[src/gcs_pkg.sv]
package gcs_pkg;

  // ----------------------------------------------------------------
  // Register map (indices; byte address is four times the index)
  // ----------------------------------------------------------------
  localparam logic [8:0] GCS_IDX_STRETCH  = 9'h05a;
  localparam logic [8:0] GCS_IDX_ONE_BASE = 9'h05c;
  localparam logic [8:0] GCS_IDX_ONE_CTRL = 9'h05d;
  localparam logic [8:0] GCS_IDX_TWO_BASE = 9'h05e;
  localparam logic [8:0] GCS_IDX_TWO_CTRL = 9'h05f;
  localparam logic [8:0] GCS_IDX_STATUS   = 9'h060;
  localparam int         GCS_ADDR_W       = 11;

  // ----------------------------------------------------------------
  // Field layout
  // ----------------------------------------------------------------
  localparam int GCS_CTRL_TO_PROG = 7;
  localparam int GCS_CTRL_TO_TWO  = 6;
  localparam int GCS_CTRL_POL     = 5;
  localparam int GCS_CTRL_VALID   = 4;
  localparam int GCS_CTRL_SIZE_HI = 3;
  localparam int GCS_STR_IO_LO    = 6;
  localparam int GCS_STR_ONE_LO   = 4;
  localparam int GCS_STR_TWO_LO   = 2;
  localparam int GCS_STR_PROG_LO  = 0;
  localparam logic [7:0] GCS_REG_RESET = 8'h00;

  // ----------------------------------------------------------------
  // Size codes and address bit range
  // ----------------------------------------------------------------
  localparam logic [3:0] GCS_SZ_OFF    = 4'h0;
  localparam logic [3:0] GCS_SZ_4K     = 4'h2;
  localparam logic [3:0] GCS_SZ_512K   = 4'h9;
  localparam logic [3:0] GCS_SZ_WIN1   = 4'ha;
  localparam logic [3:0] GCS_SZ_WIN2   = 4'hb;
  localparam int         GCS_BASE_LSB  = 11;
  localparam int         GCS_CPU_MSB   = 15;
  localparam int         GCS_XADDR_W   = 19;
  localparam int         GCS_SZ_SHIFT  = 10;

  // ----------------------------------------------------------------
  // Types
  // ----------------------------------------------------------------
  typedef enum logic {GCS_PH_LOW, GCS_PH_HIGH} gcs_phase_t;

  typedef struct packed {
    logic [15:0]            cpu_addr;
    logic [GCS_XADDR_W-1:0] exp_addr;
    logic                   win_one_hit;
    logic                   win_two_hit;
    logic                   program_hit;
    logic                   io_hit;
    logic                   general_over_program_priority;
    logic                   sel_one_expansion_basing;
    logic                   sel_two_expansion_basing;
  } gcs_decode_t;

  typedef struct packed {
    gcs_phase_t  phase;
    logic [2:0]  hold_cnt;
    logic        cycle_on;
    logic        e_clk;
    logic        timer_clk;
    logic        stretching;
    logic        program_select_pin;
    logic        general_select_one_pin;
    logic        general_select_two_pin;
    logic [7:0]  stretch_cfg;
    logic [7:0]  one_base;
    logic [7:0]  one_ctrl;
    logic [7:0]  two_base;
    logic [7:0]  two_ctrl;
    logic        waitreq;
    logic [31:0] rdata;
  } gcs_state_t;

endpackage : gcs_pkg

[src/gcs_top.sv]
// What this block does
// RL1 - Select one pin is active low when its polarity bit is 0, else high.
// RL2 - Select one asserts during E high, or whole address-valid time when valid bit set.
// RL3 - Select two pin is active low when its polarity bit is 0, else high.
// RL4 - Select two asserts during E high, or whole address-valid time when valid bit set.
// RL5 - Size 0 disables, 1..9 give 2K..512K, 10/11 follow windows, 12..15 act as 512K.
// RL6 - Only start-address bits valid for the size and basing are compared; the code also compares bit 11 for a CPU-based 4K select.
// RL7 - All eight routing bit combinations give defined pin outputs.
// RL8 - Route-one-to-two ORs select one into the select two pin.
// RL9 - Route-one-to-program ORs select one into the program pin.
// RL10 - Route-two-to-program ORs select two into the program pin.
// RL11 - A routed select never drives its own pin; one-to-two yields when two is routed.
// RL12 - Program versus general priority still applies while routing.
// RL13 - All select outputs change in step with the E clock.
// RL14 - E holds high for the winning select's extra cycles, only inside its range.
// RL15 - Timer clock keeps running during a stretch.
// RL16 - Each select has a 2-bit binary stretch count, zero to three.
// RL17 - Priority bit 1 lets general selects win over program select, 0 the reverse.
// RL18 - Basing bit 0 decodes the CPU address, 1 the expansion address.
// RL19 - Follow-window mode asserts on the window hit, ignoring expanded lines.
// RL20 - A select matches when all compared bits equal and size is nonzero.
// RL21 - After reset all control fields read zero: selects disabled, no stretching.
//
// Register access over Avalon-MM was left to the implementer.
`timescale 1ns/1ps

module gcs_top
  import gcs_pkg::*;
(
  // Clock and reset
  input  wire logic                   CLK_SYS_I,
  input  wire logic                   SRST_I,
  // Avalon-MM register slave
  input  wire logic [GCS_ADDR_W-1:0]  AVS_ADDRESS_I,
  input  wire logic                   AVS_READ_I,
  input  wire logic                   AVS_WRITE_I,
  input  wire logic [31:0]            AVS_WRITEDATA_I,
  output logic      [31:0]            AVS_READDATA_O,
  output logic                        AVS_WAITREQUEST_O,
  // CPU bus and outside decoders
  input  wire logic                   BUS_ACCESS_I,
  input  wire gcs_decode_t            DECODE_I,
  // Expansion bus outputs
  output logic                        E_CLK_O,
  output logic                        TIMER_CLK_O,
  output logic                        STRETCHING_O,
  output logic                        PROGRAM_SELECT_PIN_O,
  output logic                        GENERAL_SELECT_ONE_PIN_O,
  output logic                        GENERAL_SELECT_TWO_PIN_O
);

  // ----------------------------------------------------------------
  // Functions
  // ----------------------------------------------------------------
  function automatic logic sel_match(
    input logic [3:0]             size,
    input logic [7:0]             base,
    input logic                   exp_basing,
    input logic [15:0]            cpu_addr,
    input logic [GCS_XADDR_W-1:0] exp_addr,
    input logic                   win1,
    input logic                   win2
  );
    logic [GCS_XADDR_W-1:0] addr;
    logic [3:0]             eff;
    logic                   hit;
    int                     lo;
    addr = exp_basing ? exp_addr : {3'h0, cpu_addr};                     // [RL18]
    eff  = (size > GCS_SZ_WIN2) ? GCS_SZ_512K : size;                    // [RL5]
    lo   = GCS_SZ_SHIFT + int'(eff);
    if (!exp_basing && eff == GCS_SZ_4K) begin
      lo = GCS_BASE_LSB;                                                 // [RL6]
    end
    hit = 1'b1;
    for (int i = GCS_BASE_LSB; i < GCS_XADDR_W; i++) begin
      if (i >= lo && (exp_basing || i <= GCS_CPU_MSB)) begin
        if (addr[i] != base[i-GCS_BASE_LSB]) begin
          hit = 1'b0;                                                    // [RL6] [RL20]
        end
      end
    end
    if (size == GCS_SZ_OFF) begin
      sel_match = 1'b0;                                                  // [RL5] [RL20]
    end else if (size == GCS_SZ_WIN1) begin
      sel_match = win1;                                                  // [RL19]
    end else if (size == GCS_SZ_WIN2) begin
      sel_match = win2;                                                  // [RL19]
    end else begin
      sel_match = hit;
    end
  endfunction : sel_match

  // Polarity bit 1 means active high, so the pin level is active XNOR the polarity bit
  function automatic logic pin_level(input logic active, input logic pol);
    pin_level = pol ? active : ~active;
  endfunction : pin_level

  // ----------------------------------------------------------------
  // State
  // ----------------------------------------------------------------
  gcs_state_t st_reg;
  gcs_state_t st_next;

  logic [8:0] reg_idx;
  logic       req;
  logic       valid_slot;
  logic       one_hit;
  logic       two_hit;
  logic       one_win;
  logic       two_win;
  logic       prog_win;
  logic       one_act;
  logic       two_act;
  logic       one_to_two;
  logic [1:0] extra_cycles;
  logic       e_high_next;
  logic       cycle_next;
  logic       e_edge;
  logic       e_fall;
  logic [7:0] rd_byte;

  assign reg_idx = AVS_ADDRESS_I[GCS_ADDR_W-1:2];
  assign req     = AVS_READ_I | AVS_WRITE_I;

  always_comb begin
    st_next = st_reg;

    // --------------------------------------------------------------
    // Register slave: one wait state, then the answer
    // --------------------------------------------------------------
    st_next.waitreq = ~(req & st_reg.waitreq);
    rd_byte = 8'h00;
    case (reg_idx)
      GCS_IDX_STRETCH:  rd_byte = st_reg.stretch_cfg;
      GCS_IDX_ONE_BASE: rd_byte = st_reg.one_base;
      GCS_IDX_ONE_CTRL: rd_byte = st_reg.one_ctrl;
      GCS_IDX_TWO_BASE: rd_byte = st_reg.two_base;
      GCS_IDX_TWO_CTRL: rd_byte = {st_reg.two_ctrl[7], 1'b0, st_reg.two_ctrl[5:0]};
      GCS_IDX_STATUS:   rd_byte = {3'h0, st_reg.stretching, st_reg.e_clk,
                                   st_reg.program_select_pin,
                                   st_reg.general_select_two_pin,
                                   st_reg.general_select_one_pin};
      default:          rd_byte = 8'h00;
    endcase
    if (AVS_READ_I && st_reg.waitreq) begin
      st_next.rdata = {24'h000000, rd_byte};
    end
    if (AVS_WRITE_I && !st_reg.waitreq && AVS_ADDRESS_I[1:0] == 2'b00) begin
      case (reg_idx)
        GCS_IDX_STRETCH:  st_next.stretch_cfg = AVS_WRITEDATA_I[7:0];
        GCS_IDX_ONE_BASE: st_next.one_base    = AVS_WRITEDATA_I[7:0];
        GCS_IDX_ONE_CTRL: st_next.one_ctrl    = AVS_WRITEDATA_I[7:0];
        GCS_IDX_TWO_BASE: st_next.two_base    = AVS_WRITEDATA_I[7:0];
        GCS_IDX_TWO_CTRL: st_next.two_ctrl    = AVS_WRITEDATA_I[7:0];
        default:          st_next.rdata       = st_reg.rdata;
      endcase
    end

    // --------------------------------------------------------------
    // E clock sequencing
    // --------------------------------------------------------------
    // The timer clock is a free divider and never sees the stretch
    st_next.timer_clk = ~st_reg.timer_clk;                               // [RL15]
    cycle_next  = st_reg.cycle_on;
    e_high_next = st_reg.e_clk;
    case (st_reg.phase)
      GCS_PH_LOW: begin
        st_next.phase = GCS_PH_HIGH;
        e_high_next   = 1'b1;
        cycle_next    = st_reg.cycle_on;
      end
      GCS_PH_HIGH: begin
        if (st_reg.hold_cnt != 3'h0) begin
          st_next.hold_cnt = st_reg.hold_cnt - 3'h1;                     // [RL14]
          e_high_next      = 1'b1;
        end else begin
          st_next.phase = GCS_PH_LOW;
          e_high_next   = 1'b0;
          cycle_next    = BUS_ACCESS_I;
        end
      end
      default: begin
        st_next.phase = GCS_PH_LOW;
        e_high_next   = 1'b0;
        cycle_next    = 1'b0;
      end
    endcase
    st_next.e_clk    = e_high_next;
    st_next.cycle_on = cycle_next;
    // Pins may only move on an E transition, so mid-cycle writes wait for the next edge
    e_edge = e_high_next ^ st_reg.e_clk;                                 // [RL13]
    e_fall = st_reg.e_clk & ~e_high_next;                                // [RL13]

    // --------------------------------------------------------------
    // Decode, priority and routing
    // --------------------------------------------------------------
    one_hit = cycle_next & sel_match(st_reg.one_ctrl[GCS_CTRL_SIZE_HI:0], st_reg.one_base,
                                     DECODE_I.sel_one_expansion_basing, DECODE_I.cpu_addr,
                                     DECODE_I.exp_addr, DECODE_I.win_one_hit,
                                     DECODE_I.win_two_hit);
    two_hit = cycle_next & sel_match(st_reg.two_ctrl[GCS_CTRL_SIZE_HI:0], st_reg.two_base,
                                     DECODE_I.sel_two_expansion_basing, DECODE_I.cpu_addr,
                                     DECODE_I.exp_addr, DECODE_I.win_one_hit,
                                     DECODE_I.win_two_hit);
    if (DECODE_I.general_over_program_priority) begin                    // [RL17] [RL12]
      one_win  = one_hit;
      two_win  = two_hit;
      prog_win = cycle_next & DECODE_I.program_hit & ~(one_hit | two_hit);
    end else begin
      prog_win = cycle_next & DECODE_I.program_hit;
      one_win  = one_hit & ~prog_win;
      two_win  = two_hit & ~prog_win;
    end

    // Valid time: address valid spans the whole cycle, otherwise E high only
    one_act = one_win & (st_reg.one_ctrl[GCS_CTRL_VALID] | e_high_next);  // [RL2]
    two_act = two_win & (st_reg.two_ctrl[GCS_CTRL_VALID] | e_high_next);  // [RL4]

    // One-to-two only works when neither select is sent to the program pin
    one_to_two = st_reg.one_ctrl[GCS_CTRL_TO_TWO] & ~st_reg.one_ctrl[GCS_CTRL_TO_PROG]
               & ~st_reg.two_ctrl[GCS_CTRL_TO_PROG];                     // [RL11] [RL7]

    if (e_edge) begin
      st_next.general_select_one_pin = pin_level(
        one_act & ~st_reg.one_ctrl[GCS_CTRL_TO_PROG] & ~one_to_two,      // [RL11]
        st_reg.one_ctrl[GCS_CTRL_POL]);                                  // [RL1] [RL13]
      st_next.general_select_two_pin = pin_level(
        ~st_reg.two_ctrl[GCS_CTRL_TO_PROG] & (two_act | (one_to_two & one_act)), // [RL8]
        st_reg.two_ctrl[GCS_CTRL_POL]);                                  // [RL3] [RL13]
    end
    // Program select is fixed active low at address-valid timing; routed selects inherit it
    if (e_fall) begin
      st_next.program_select_pin = ~(prog_win
        | (st_reg.one_ctrl[GCS_CTRL_TO_PROG] & one_win)                  // [RL9]
        | (st_reg.two_ctrl[GCS_CTRL_TO_PROG] & two_win));                // [RL10] [RL13]
    end

    // --------------------------------------------------------------
    // Stretch count of the select that owns the access
    // --------------------------------------------------------------
    if (prog_win) begin
      extra_cycles = st_reg.stretch_cfg[GCS_STR_PROG_LO +: 2];           // [RL16]
    end else if (one_win) begin
      extra_cycles = st_reg.stretch_cfg[GCS_STR_ONE_LO +: 2];            // [RL16]
    end else if (two_win) begin
      extra_cycles = st_reg.stretch_cfg[GCS_STR_TWO_LO +: 2];            // [RL16]
    end else if (cycle_next && DECODE_I.io_hit) begin
      extra_cycles = st_reg.stretch_cfg[GCS_STR_IO_LO +: 2];             // [RL16]
    end else begin
      extra_cycles = 2'b00;                                              // [RL14]
    end
    // Each extra bus cycle keeps E high for one more low and high slot
    if (st_reg.phase == GCS_PH_LOW) begin
      st_next.hold_cnt = {extra_cycles, 1'b0};                           // [RL14]
    end
    valid_slot = (st_reg.phase == GCS_PH_HIGH) && (st_reg.hold_cnt != 3'h0);
    st_next.stretching = valid_slot;

    // --------------------------------------------------------------
    // Reset
    // --------------------------------------------------------------
    if (SRST_I) begin
      st_next.phase                  = GCS_PH_LOW;
      st_next.hold_cnt               = 3'h0;
      st_next.cycle_on               = 1'b0;
      st_next.e_clk                  = 1'b0;
      st_next.timer_clk              = 1'b0;
      st_next.stretching             = 1'b0;
      st_next.program_select_pin     = 1'b1;
      st_next.general_select_one_pin = 1'b1;
      st_next.general_select_two_pin = 1'b1;
      st_next.stretch_cfg            = GCS_REG_RESET;                    // [RL21]
      st_next.one_base               = GCS_REG_RESET;
      st_next.one_ctrl               = GCS_REG_RESET;                    // [RL21]
      st_next.two_base               = GCS_REG_RESET;
      st_next.two_ctrl               = GCS_REG_RESET;                    // [RL21]
      st_next.waitreq                = 1'b1;
      st_next.rdata                  = 32'h00000000;
    end
  end

  always_ff @(posedge CLK_SYS_I) begin
    st_reg <= st_next;
  end

  // ----------------------------------------------------------------
  // Outputs
  // ----------------------------------------------------------------
  assign AVS_READDATA_O           = st_reg.rdata;
  assign AVS_WAITREQUEST_O        = st_reg.waitreq;
  assign E_CLK_O                  = st_reg.e_clk;
  assign TIMER_CLK_O              = st_reg.timer_clk;
  assign STRETCHING_O             = st_reg.stretching;
  assign PROGRAM_SELECT_PIN_O     = st_reg.program_select_pin;
  assign GENERAL_SELECT_ONE_PIN_O = st_reg.general_select_one_pin;
  assign GENERAL_SELECT_TWO_PIN_O = st_reg.general_select_two_pin;

endmodule : gcs_top

[config.mk]
export PLATFORM = sky130hd
export DESIGN_NAME = gcs_top
export DESIGN_NICKNAME = d
export VERILOG_FILES = /design/src/gcs_pkg.sv /design/src/gcs_top.sv
export SDC_FILE = /design/constraint.sdc
export NUM_CORES = 1
export LEC_CHECK = 0
export BUFFER_PORTS_ARGS = -buffer_cell sky130_fd_sc_hd__buf_2
export CORE_ASPECT_RATIO = 0.75
export CORE_MARGIN = 5
export CORE_UTILIZATION = 55
export DETAILED_ROUTE_END_ITERATION = 10
export MAX_ROUTING_LAYER = met4
export PLACE_DENSITY = 0.86
export SETUP_SLACK_MARGIN = 0.15
export SYNTH_ARGS = -nofsm -noshare
export SYNTH_HDL_FRONTEND = slang
export SYNTH_SLANG_ARGS = --single-unit
export TNS_END_PERCENT = 20
[constraint.sdc]
create_clock -name CLK_SYS_I -period 6.9 [get_ports CLK_SYS_I]
set_input_delay 1.38 -clock CLK_SYS_I [delete_from_list [all_inputs] [get_ports CLK_SYS_I]]
set_output_delay 1.38 -clock CLK_SYS_I [all_outputs]
set_load 0.02 [all_outputs]
### Yosys cells after proc, flatten, opt, wreduce, memory -nomap -nowiden

Index checks and enable logic that the tools add are counted.

* divide/modulo/power cells: 0
* bitwise logic cells: 38
* add/sub/neg operators: 3
* equal/unequal tests: 30
* shift-type cells: 0
* order comparisons: 18
* multiplexer cells: 63
* reductions and logical operators: 27
* $mul: 0

Operators with widths (number)
* >= comparator 5 x 32 -> 1 bit, first input constant: 10
* >= comparator 6 x 32 -> 1 bit, first input constant: 6
* 2-to-1 mux 32 bit: 3
* == test 9 x 7 -> 1 bit, second input constant: 6
* one-hot mux 8 bit (6 select lines): 1
* 2-to-1 mux 1 bit: 45
* 2-to-1 mux 19 bit: 2
* bitwise AND 1 bit: 18
* == test 4 bit, second input constant: 4
* inequality test 1 bit: 16
* logical AND 1 bit: 13
* NOT 1 bit: 12
* adder 4 x 4 -> 5 bit, first input constant: 2
* 2-to-1 mux 5 bit: 2
* AND reduction 2 bit: 5
* == test 4 x 2 -> 1 bit, second input constant: 2
* > comparator 4 bit, second input constant: 2
* zero test 4 bit: 2
* 2-to-1 mux 2 bit: 4
* 2-to-1 mux 4 bit: 2
* bitwise OR 1 bit: 7
* 2-to-1 mux 3 bit: 2
* OR reduction 5 bit: 1
* one-hot mux 1 bit (2 select lines): 2
* 8 further kinds: 10

* bits in read-only memories: 0
* output and inout bits: 39
* word-level logic and storage cells: 195
* memory bits (writable): 0
* register bits after elaboration: 83
* input port bits: 90
* memories kept: 0
* bits in latches: 0

### Logic depth before layout (Yosys ltp)

* depth after elaboration: 33
* gate-level depth with buffers: 11
* depth with buffers taken out: 10

### Least setup slack after synthesis

No wires, ideal clock.

* kind: input port to flip-flop
* start point: input DECODE_I[0] (netlist bit)
* end point: register st_reg[81] (netlist bit)
* buffers on the path: 1
* library setup time: 0.121 ns
* arrival time: 2.970 ns
* path slack: 3.809 ns
* cell stages on the path: 9
* path through: buf_4 or4b_4 a21oi_1 o22ai_1 a21oi_2 o21ai_2 and3_1 o32ai_1 o21ai_1

* word-level cells in the longest chain between the ends: 29

Ends and longest elaborated chain
* from (decl): line gcs_top.sv:42 `input wire gcs_decode_t DECODE_I,`
* zero test 1 bit: line gcs_top.sv:71 `if (!exp_basing && eff == GCS_SZ_4K) begin`
* logical AND 1 bit: line gcs_top.sv:71
* 2-to-1 mux 5 bit: line gcs_top.sv:71
* >= comparator 5 x 32 -> 1 bit: line gcs_top.sv:76 `if (i >= lo && (exp_basing || i <= GCS_CPU_MSB)) begin`
* 2-to-1 mux 1 bit: line gcs_top.sv:76
* 2-to-1 mux 1 bit: line gcs_top.sv:77 `if (addr[i] != base[i-GCS_BASE_LSB]) begin`
* 2-to-1 mux 1 bit: line gcs_top.sv:76
* 2-to-1 mux 1 bit: line gcs_top.sv:77
* (+13 left out)
* 2-to-1 mux 1 bit *: line gcs_top.sv:82 `if (size == GCS_SZ_OFF) begin`
* bitwise AND 1 bit *: line gcs_top.sv:201 `two_hit = cycle_next & sel_match(st_reg.two_ctrl[GCS_CTRL_SIZE_HI:0], st_reg.two_base,`
* bitwise AND 1 bit / bitwise OR 1 bit (equally long branches): line gcs_top.sv:212, gcs_top.sv:208
* 2-to-1 mux 1 bit / NOT 1 bit (equally long branches): line gcs_top.sv:205, gcs_top.sv:208
* 2-to-1 mux 2 bit / bitwise AND 1 bit (equally long branches): line gcs_top.sv:245, gcs_top.sv:208
* 2-to-1 mux 2 bit / 2-to-1 mux 1 bit (equally long branches): line gcs_top.sv:243, gcs_top.sv:205
* 2-to-1 mux 2 bit *: line gcs_top.sv:241 `if (prog_win) begin`
* 2-to-1 mux 3 bit *: line gcs_top.sv:253 `if (st_reg.phase == GCS_PH_LOW) begin`
* to (signal assigned): line gcs_top.sv:283 `st_reg <= st_next;`
* to (decl): line gcs_top.sv:101 `gcs_state_t st_reg;`

Every way passes the cells marked *; elsewhere a longest branch is shown, timed or not.
A chain may end at the register's enable or synchronous reset.

### Worst setup path in the final report

* start point: input AVS_ADDRESS_I[1]
* end point: register st_reg[68] (netlist bit)

* word-level cells in the longest chain between the ends: 3

Ends and longest elaborated chain
* from (decl): line gcs_top.sv:34 `input wire logic [GCS_ADDR_W-1:0] AVS_ADDRESS_I,`
* zero test 2 bit: line gcs_top.sv:148 `if (AVS_WRITE_I && !st_reg.waitreq && AVS_ADDRESS_I[1:0] == 2'b00) begin`
* logical AND 1 bit: line gcs_top.sv:148
* AND reduction 2 bit (no line)

Every way passes these cells.

==> results.md <==
- Sink Count: 58
- Gpl congestion: 0.985
- GRT Overall Usage: 24.4%
- Starting density of the core: 56.3%
- Critical Path Start Type: input port
- Post-Synthesis Cells: 452
- WL final: 10.4 mm
- Hold WS: 427 ps
- DR DRC count: 0
- Async SR Flop Fraction: 0%
- Relative slew slack: 11.8%
- Min Clock Period, post-route: 3620 ps
- Min-Delay Path Class: reg2reg
- Pin count of the biggest net entering global routing: 57
- Number of flip-flops in the largest register: 43
- First-pass GRT wire length: 16.2 mm
- Row cnt: 26
- CTS buffer count: 9
- Post-route ant nets: 0
- Ys flop type: dfxtp_1
- Critical Path Max Stage Delay: 1080 ps
- Crit path DAT: 3810 ps
- Final Non-Filler Cells: 578
- Post-Place Cells: 562
- Setup Viol. Count Final: 0
- Total number of vias: 3570
- Die span in x: 106 um
- Post-synthesis sequential area ratio: 30.5%
- Layout cells sized above 1: 20.0%
- Drt pass-1 iters: 6
- TNS Setup: 0 ps
- Root Buffer Master: clkbuf_8
- Initial drt markers: 388
- Vias in the first global route: 3283
- Fin. max-slew vios: 0
- Crit Path Category: in2reg
- Initial antenna violation count: 0
- Clock latency on the worst-skew pair: 350 ps
- Slew @ Worst Pin: 1320 ps
- Post-layout nets: 585
- Diode count: 0
- Post-detail-place hpwl: 7.74 mm
- Final Skew: 6.28 ps
- Crit. End Element: flip-flop
- Max Cap Viol: 0
- Top cells by area, synth: dfxtp_1, mux2i_1, buf_4
- CTS Buffer Depth: 2
- TritonCTS clock tree: built
- Setup ws final: 3280 ps
- Postcts setup bufs: 0
- Area Overhead vs Synth: 9.72%
- PortBufs: 58
- Yosys top cell by area: dfxtp_1
- Unique masters post-synth: 59
- Crit path cell chain: buf_2, nor4b_2, nand3_1, mux2i_1, nor2_1
- Period utilization: 52.4%
- Post_cts resized: 0
- Post-synth top area share: 30.5%
- Worst-path fanout max: 13
- P per Cell Area: 190 mW/mm2
- Die H: 82.1 um
- CTS Hold Bufs: 0
- Worst slack, placed: 3070 ps
- Grt total ovfl: 0
- Required @ worst endpoint: 7090 ps
- Hold path cells: 1
- Synth Register Bits: 58
- WP buf/inv: 1
- # H-tree levels: 3
- Avg Cell Area, Syn: 8.43 um2
- R2R depth: 10
- Final hold vios: 0
- Synth warnings: 0
- Cell count along the critical path: 5
- Post-detailed-route wirelength per cell: 18.0 um
- Io pins: 129
- Placeable Area: 0.00677 mm2
- Fmax: 0.277 GHz
- Worst-path clk slew: 70 ps
- Post-synth EDFFs: 0
- Peak supply drop: 0.120 mV
- CP top delay family: simple AND/OR/NAND/NOR gates
- Post-Syn Area: 0.00381 mm2
- CP max stage cell: nor4b_2
- Run status: finished, final reports clean
- Unrepaired setup endpoints after global routing: no
- Vias per cell: 6.18
- Area of the die: 0.00871 mm2
- Leakage power: 1.77 nW
==> path summary, 6_finish.rpt <==
kind / to / slack [ps] / start
hold / removal: TIMER_CLK_O$_SDFF_PP0_ / 430 / TIMER_CLK_O$_SDFF_PP0_
hold reg to reg: TIMER_CLK_O$_SDFF_PP0_ / 430 / TIMER_CLK_O$_SDFF_PP0_
setup reg to reg: st_reg[82]$_SDFFE_PP0P_ / 3770 / st_reg[50]$_SDFFE_PP0P_
setup / recovery: st_reg[68]$_SDFFE_PP0P_ / 3280 / AVS_ADDRESS_I[1]
==> layout by cell type (no fill, tap or decap), types with 3 or more instances in the layout <==
cell / Yosys / routed
mux2_2: 11 / 11
o21ai_1: 4 / 4
conb_1: 1 / 24
a21oi_1: 21 / 21
and3_1: 6 / 6
o22ai_1: 7 / 7
nand3_1: 19 / 19
nor2b_1: 12 / 12
nand4_1: 3 / 3
clkbuf_8: 0 / 11
a221oi_1: 3 / 3
ha_1: 6 / 6
a31oi_1: 6 / 6
nor2_1: 58 / 58
dfxtp_1: 58 / 58
nand2_1: 21 / 21
a211oi_1: 7 / 7
xnor2_1: 14 / 14
nand2b_1: 9 / 9
inv_1: 8 / 8
nor3_1: 10 / 10
and2_1: 3 / 3
o21ai_0: 7 / 7
mux2i_1: 46 / 46
nor3b_1: 4 / 4
a22oi_1: 6 / 6
xor2_1: 5 / 5
buf_2: 10 / 58
==> cell families (layout without fill, tap and decap cells) <==
| group | count (synthesis) | count (layout) | share of synthesized area, % |
|---|---|---|---|
| AOI/OAI and AO/OA | 86 | 86 | 16.2 |
| xor gates and xnor gates | 19 | 19 | 4.37 |
| adders and majority gates | 6 | 6 | 1.97 |
| buffers and inverters | 64 | 83 | 10.1 |
| DFF | 58 | 58 | 30.5 |
| muxes | 57 | 57 | 15.3 |
| other | 1 | 24 | 0.0984 |
| and+or+nand+nor | 161 | 161 | 21.5 |
==> stage by stage <==
stage	utilization (%)	instance area (um2)	total power, mW
4_1_cts	61.8	4180	0.793
2_1_floorplan	-	3900	0.418
3_5_place_dp	58.4	3950	0.437
6_report	61.8	4180	0.792
5_1_grt	61.8	4180	0.818
3_3_place_gp	58.4	3950	0.434
==> final cells by class <==
| type | instances | area, um2 |
|---|---|---|
| clock inverters | 4 | 73.8 |
| clock buffers | 12 | 155 |
| repair buffers | 59 | 298 |
| multi-input cells | 353 | 2360 |
| fillers | 564 | 2590 |
| flip-flops and latches | 58 | 1160 |
| inverters | 8 | 30.0 |
| well taps | 84 | 105 |
==> routing by layer <==
layer  global-route usage (%)  vias to the layer above  part of all wire, %
met5                        -                        -                    0
met1                     31.8                     1685                   43
met2                     37.7                      212                   44
met3                     5.73                       36                   10
met4                     8.15                        0                  2.1
li1                         -                     1637                    -
==> power by group <==
group | internal, mW | leakage (nW) | switching (mW)
clock network | 0.223 | 0.117 | 0.138
registers | 0.339 | 0.469 | 0.00317
logic | 0.0290 | 1.18 | 0.0603
==> cell usage after synthesis (3+ instances only) <==
master,count
o21ai_1,4
dfxtp_1,58
nand3_1,19
nand4_1,3
mux2i_1,46
nor3b_1,4
nand2_1,21
xnor2_1,14
and2_1,3
inv_1,8
a31oi_1,6
o21ai_0,7
buf_2,10
clkbuf_1,10
o22ai_1,7
nor2_1,58
a22oi_1,6
a211oi_1,7
ha_1,6
a21oi_1,21
a221oi_1,3
nor3_1,10
buf_4,33
nand2b_1,9
nor4b_1,3
nor2b_1,12
xor2_1,5
mux2_2,11
and3_1,6
==> worst reg2reg max path: stages (launching register included) <==
cell and delay [ps]:
dfxtp_1 510, a21boi_0 490, ha_1 400, nor2b_1 180
nand3_1 90, nor4b_1 310, o31a_1 200, o21ai_2 100
o21ai_1 440, nand2b_1 200, o21ai_1 90
Note: power is estimated with default switching activity, not from simulation.
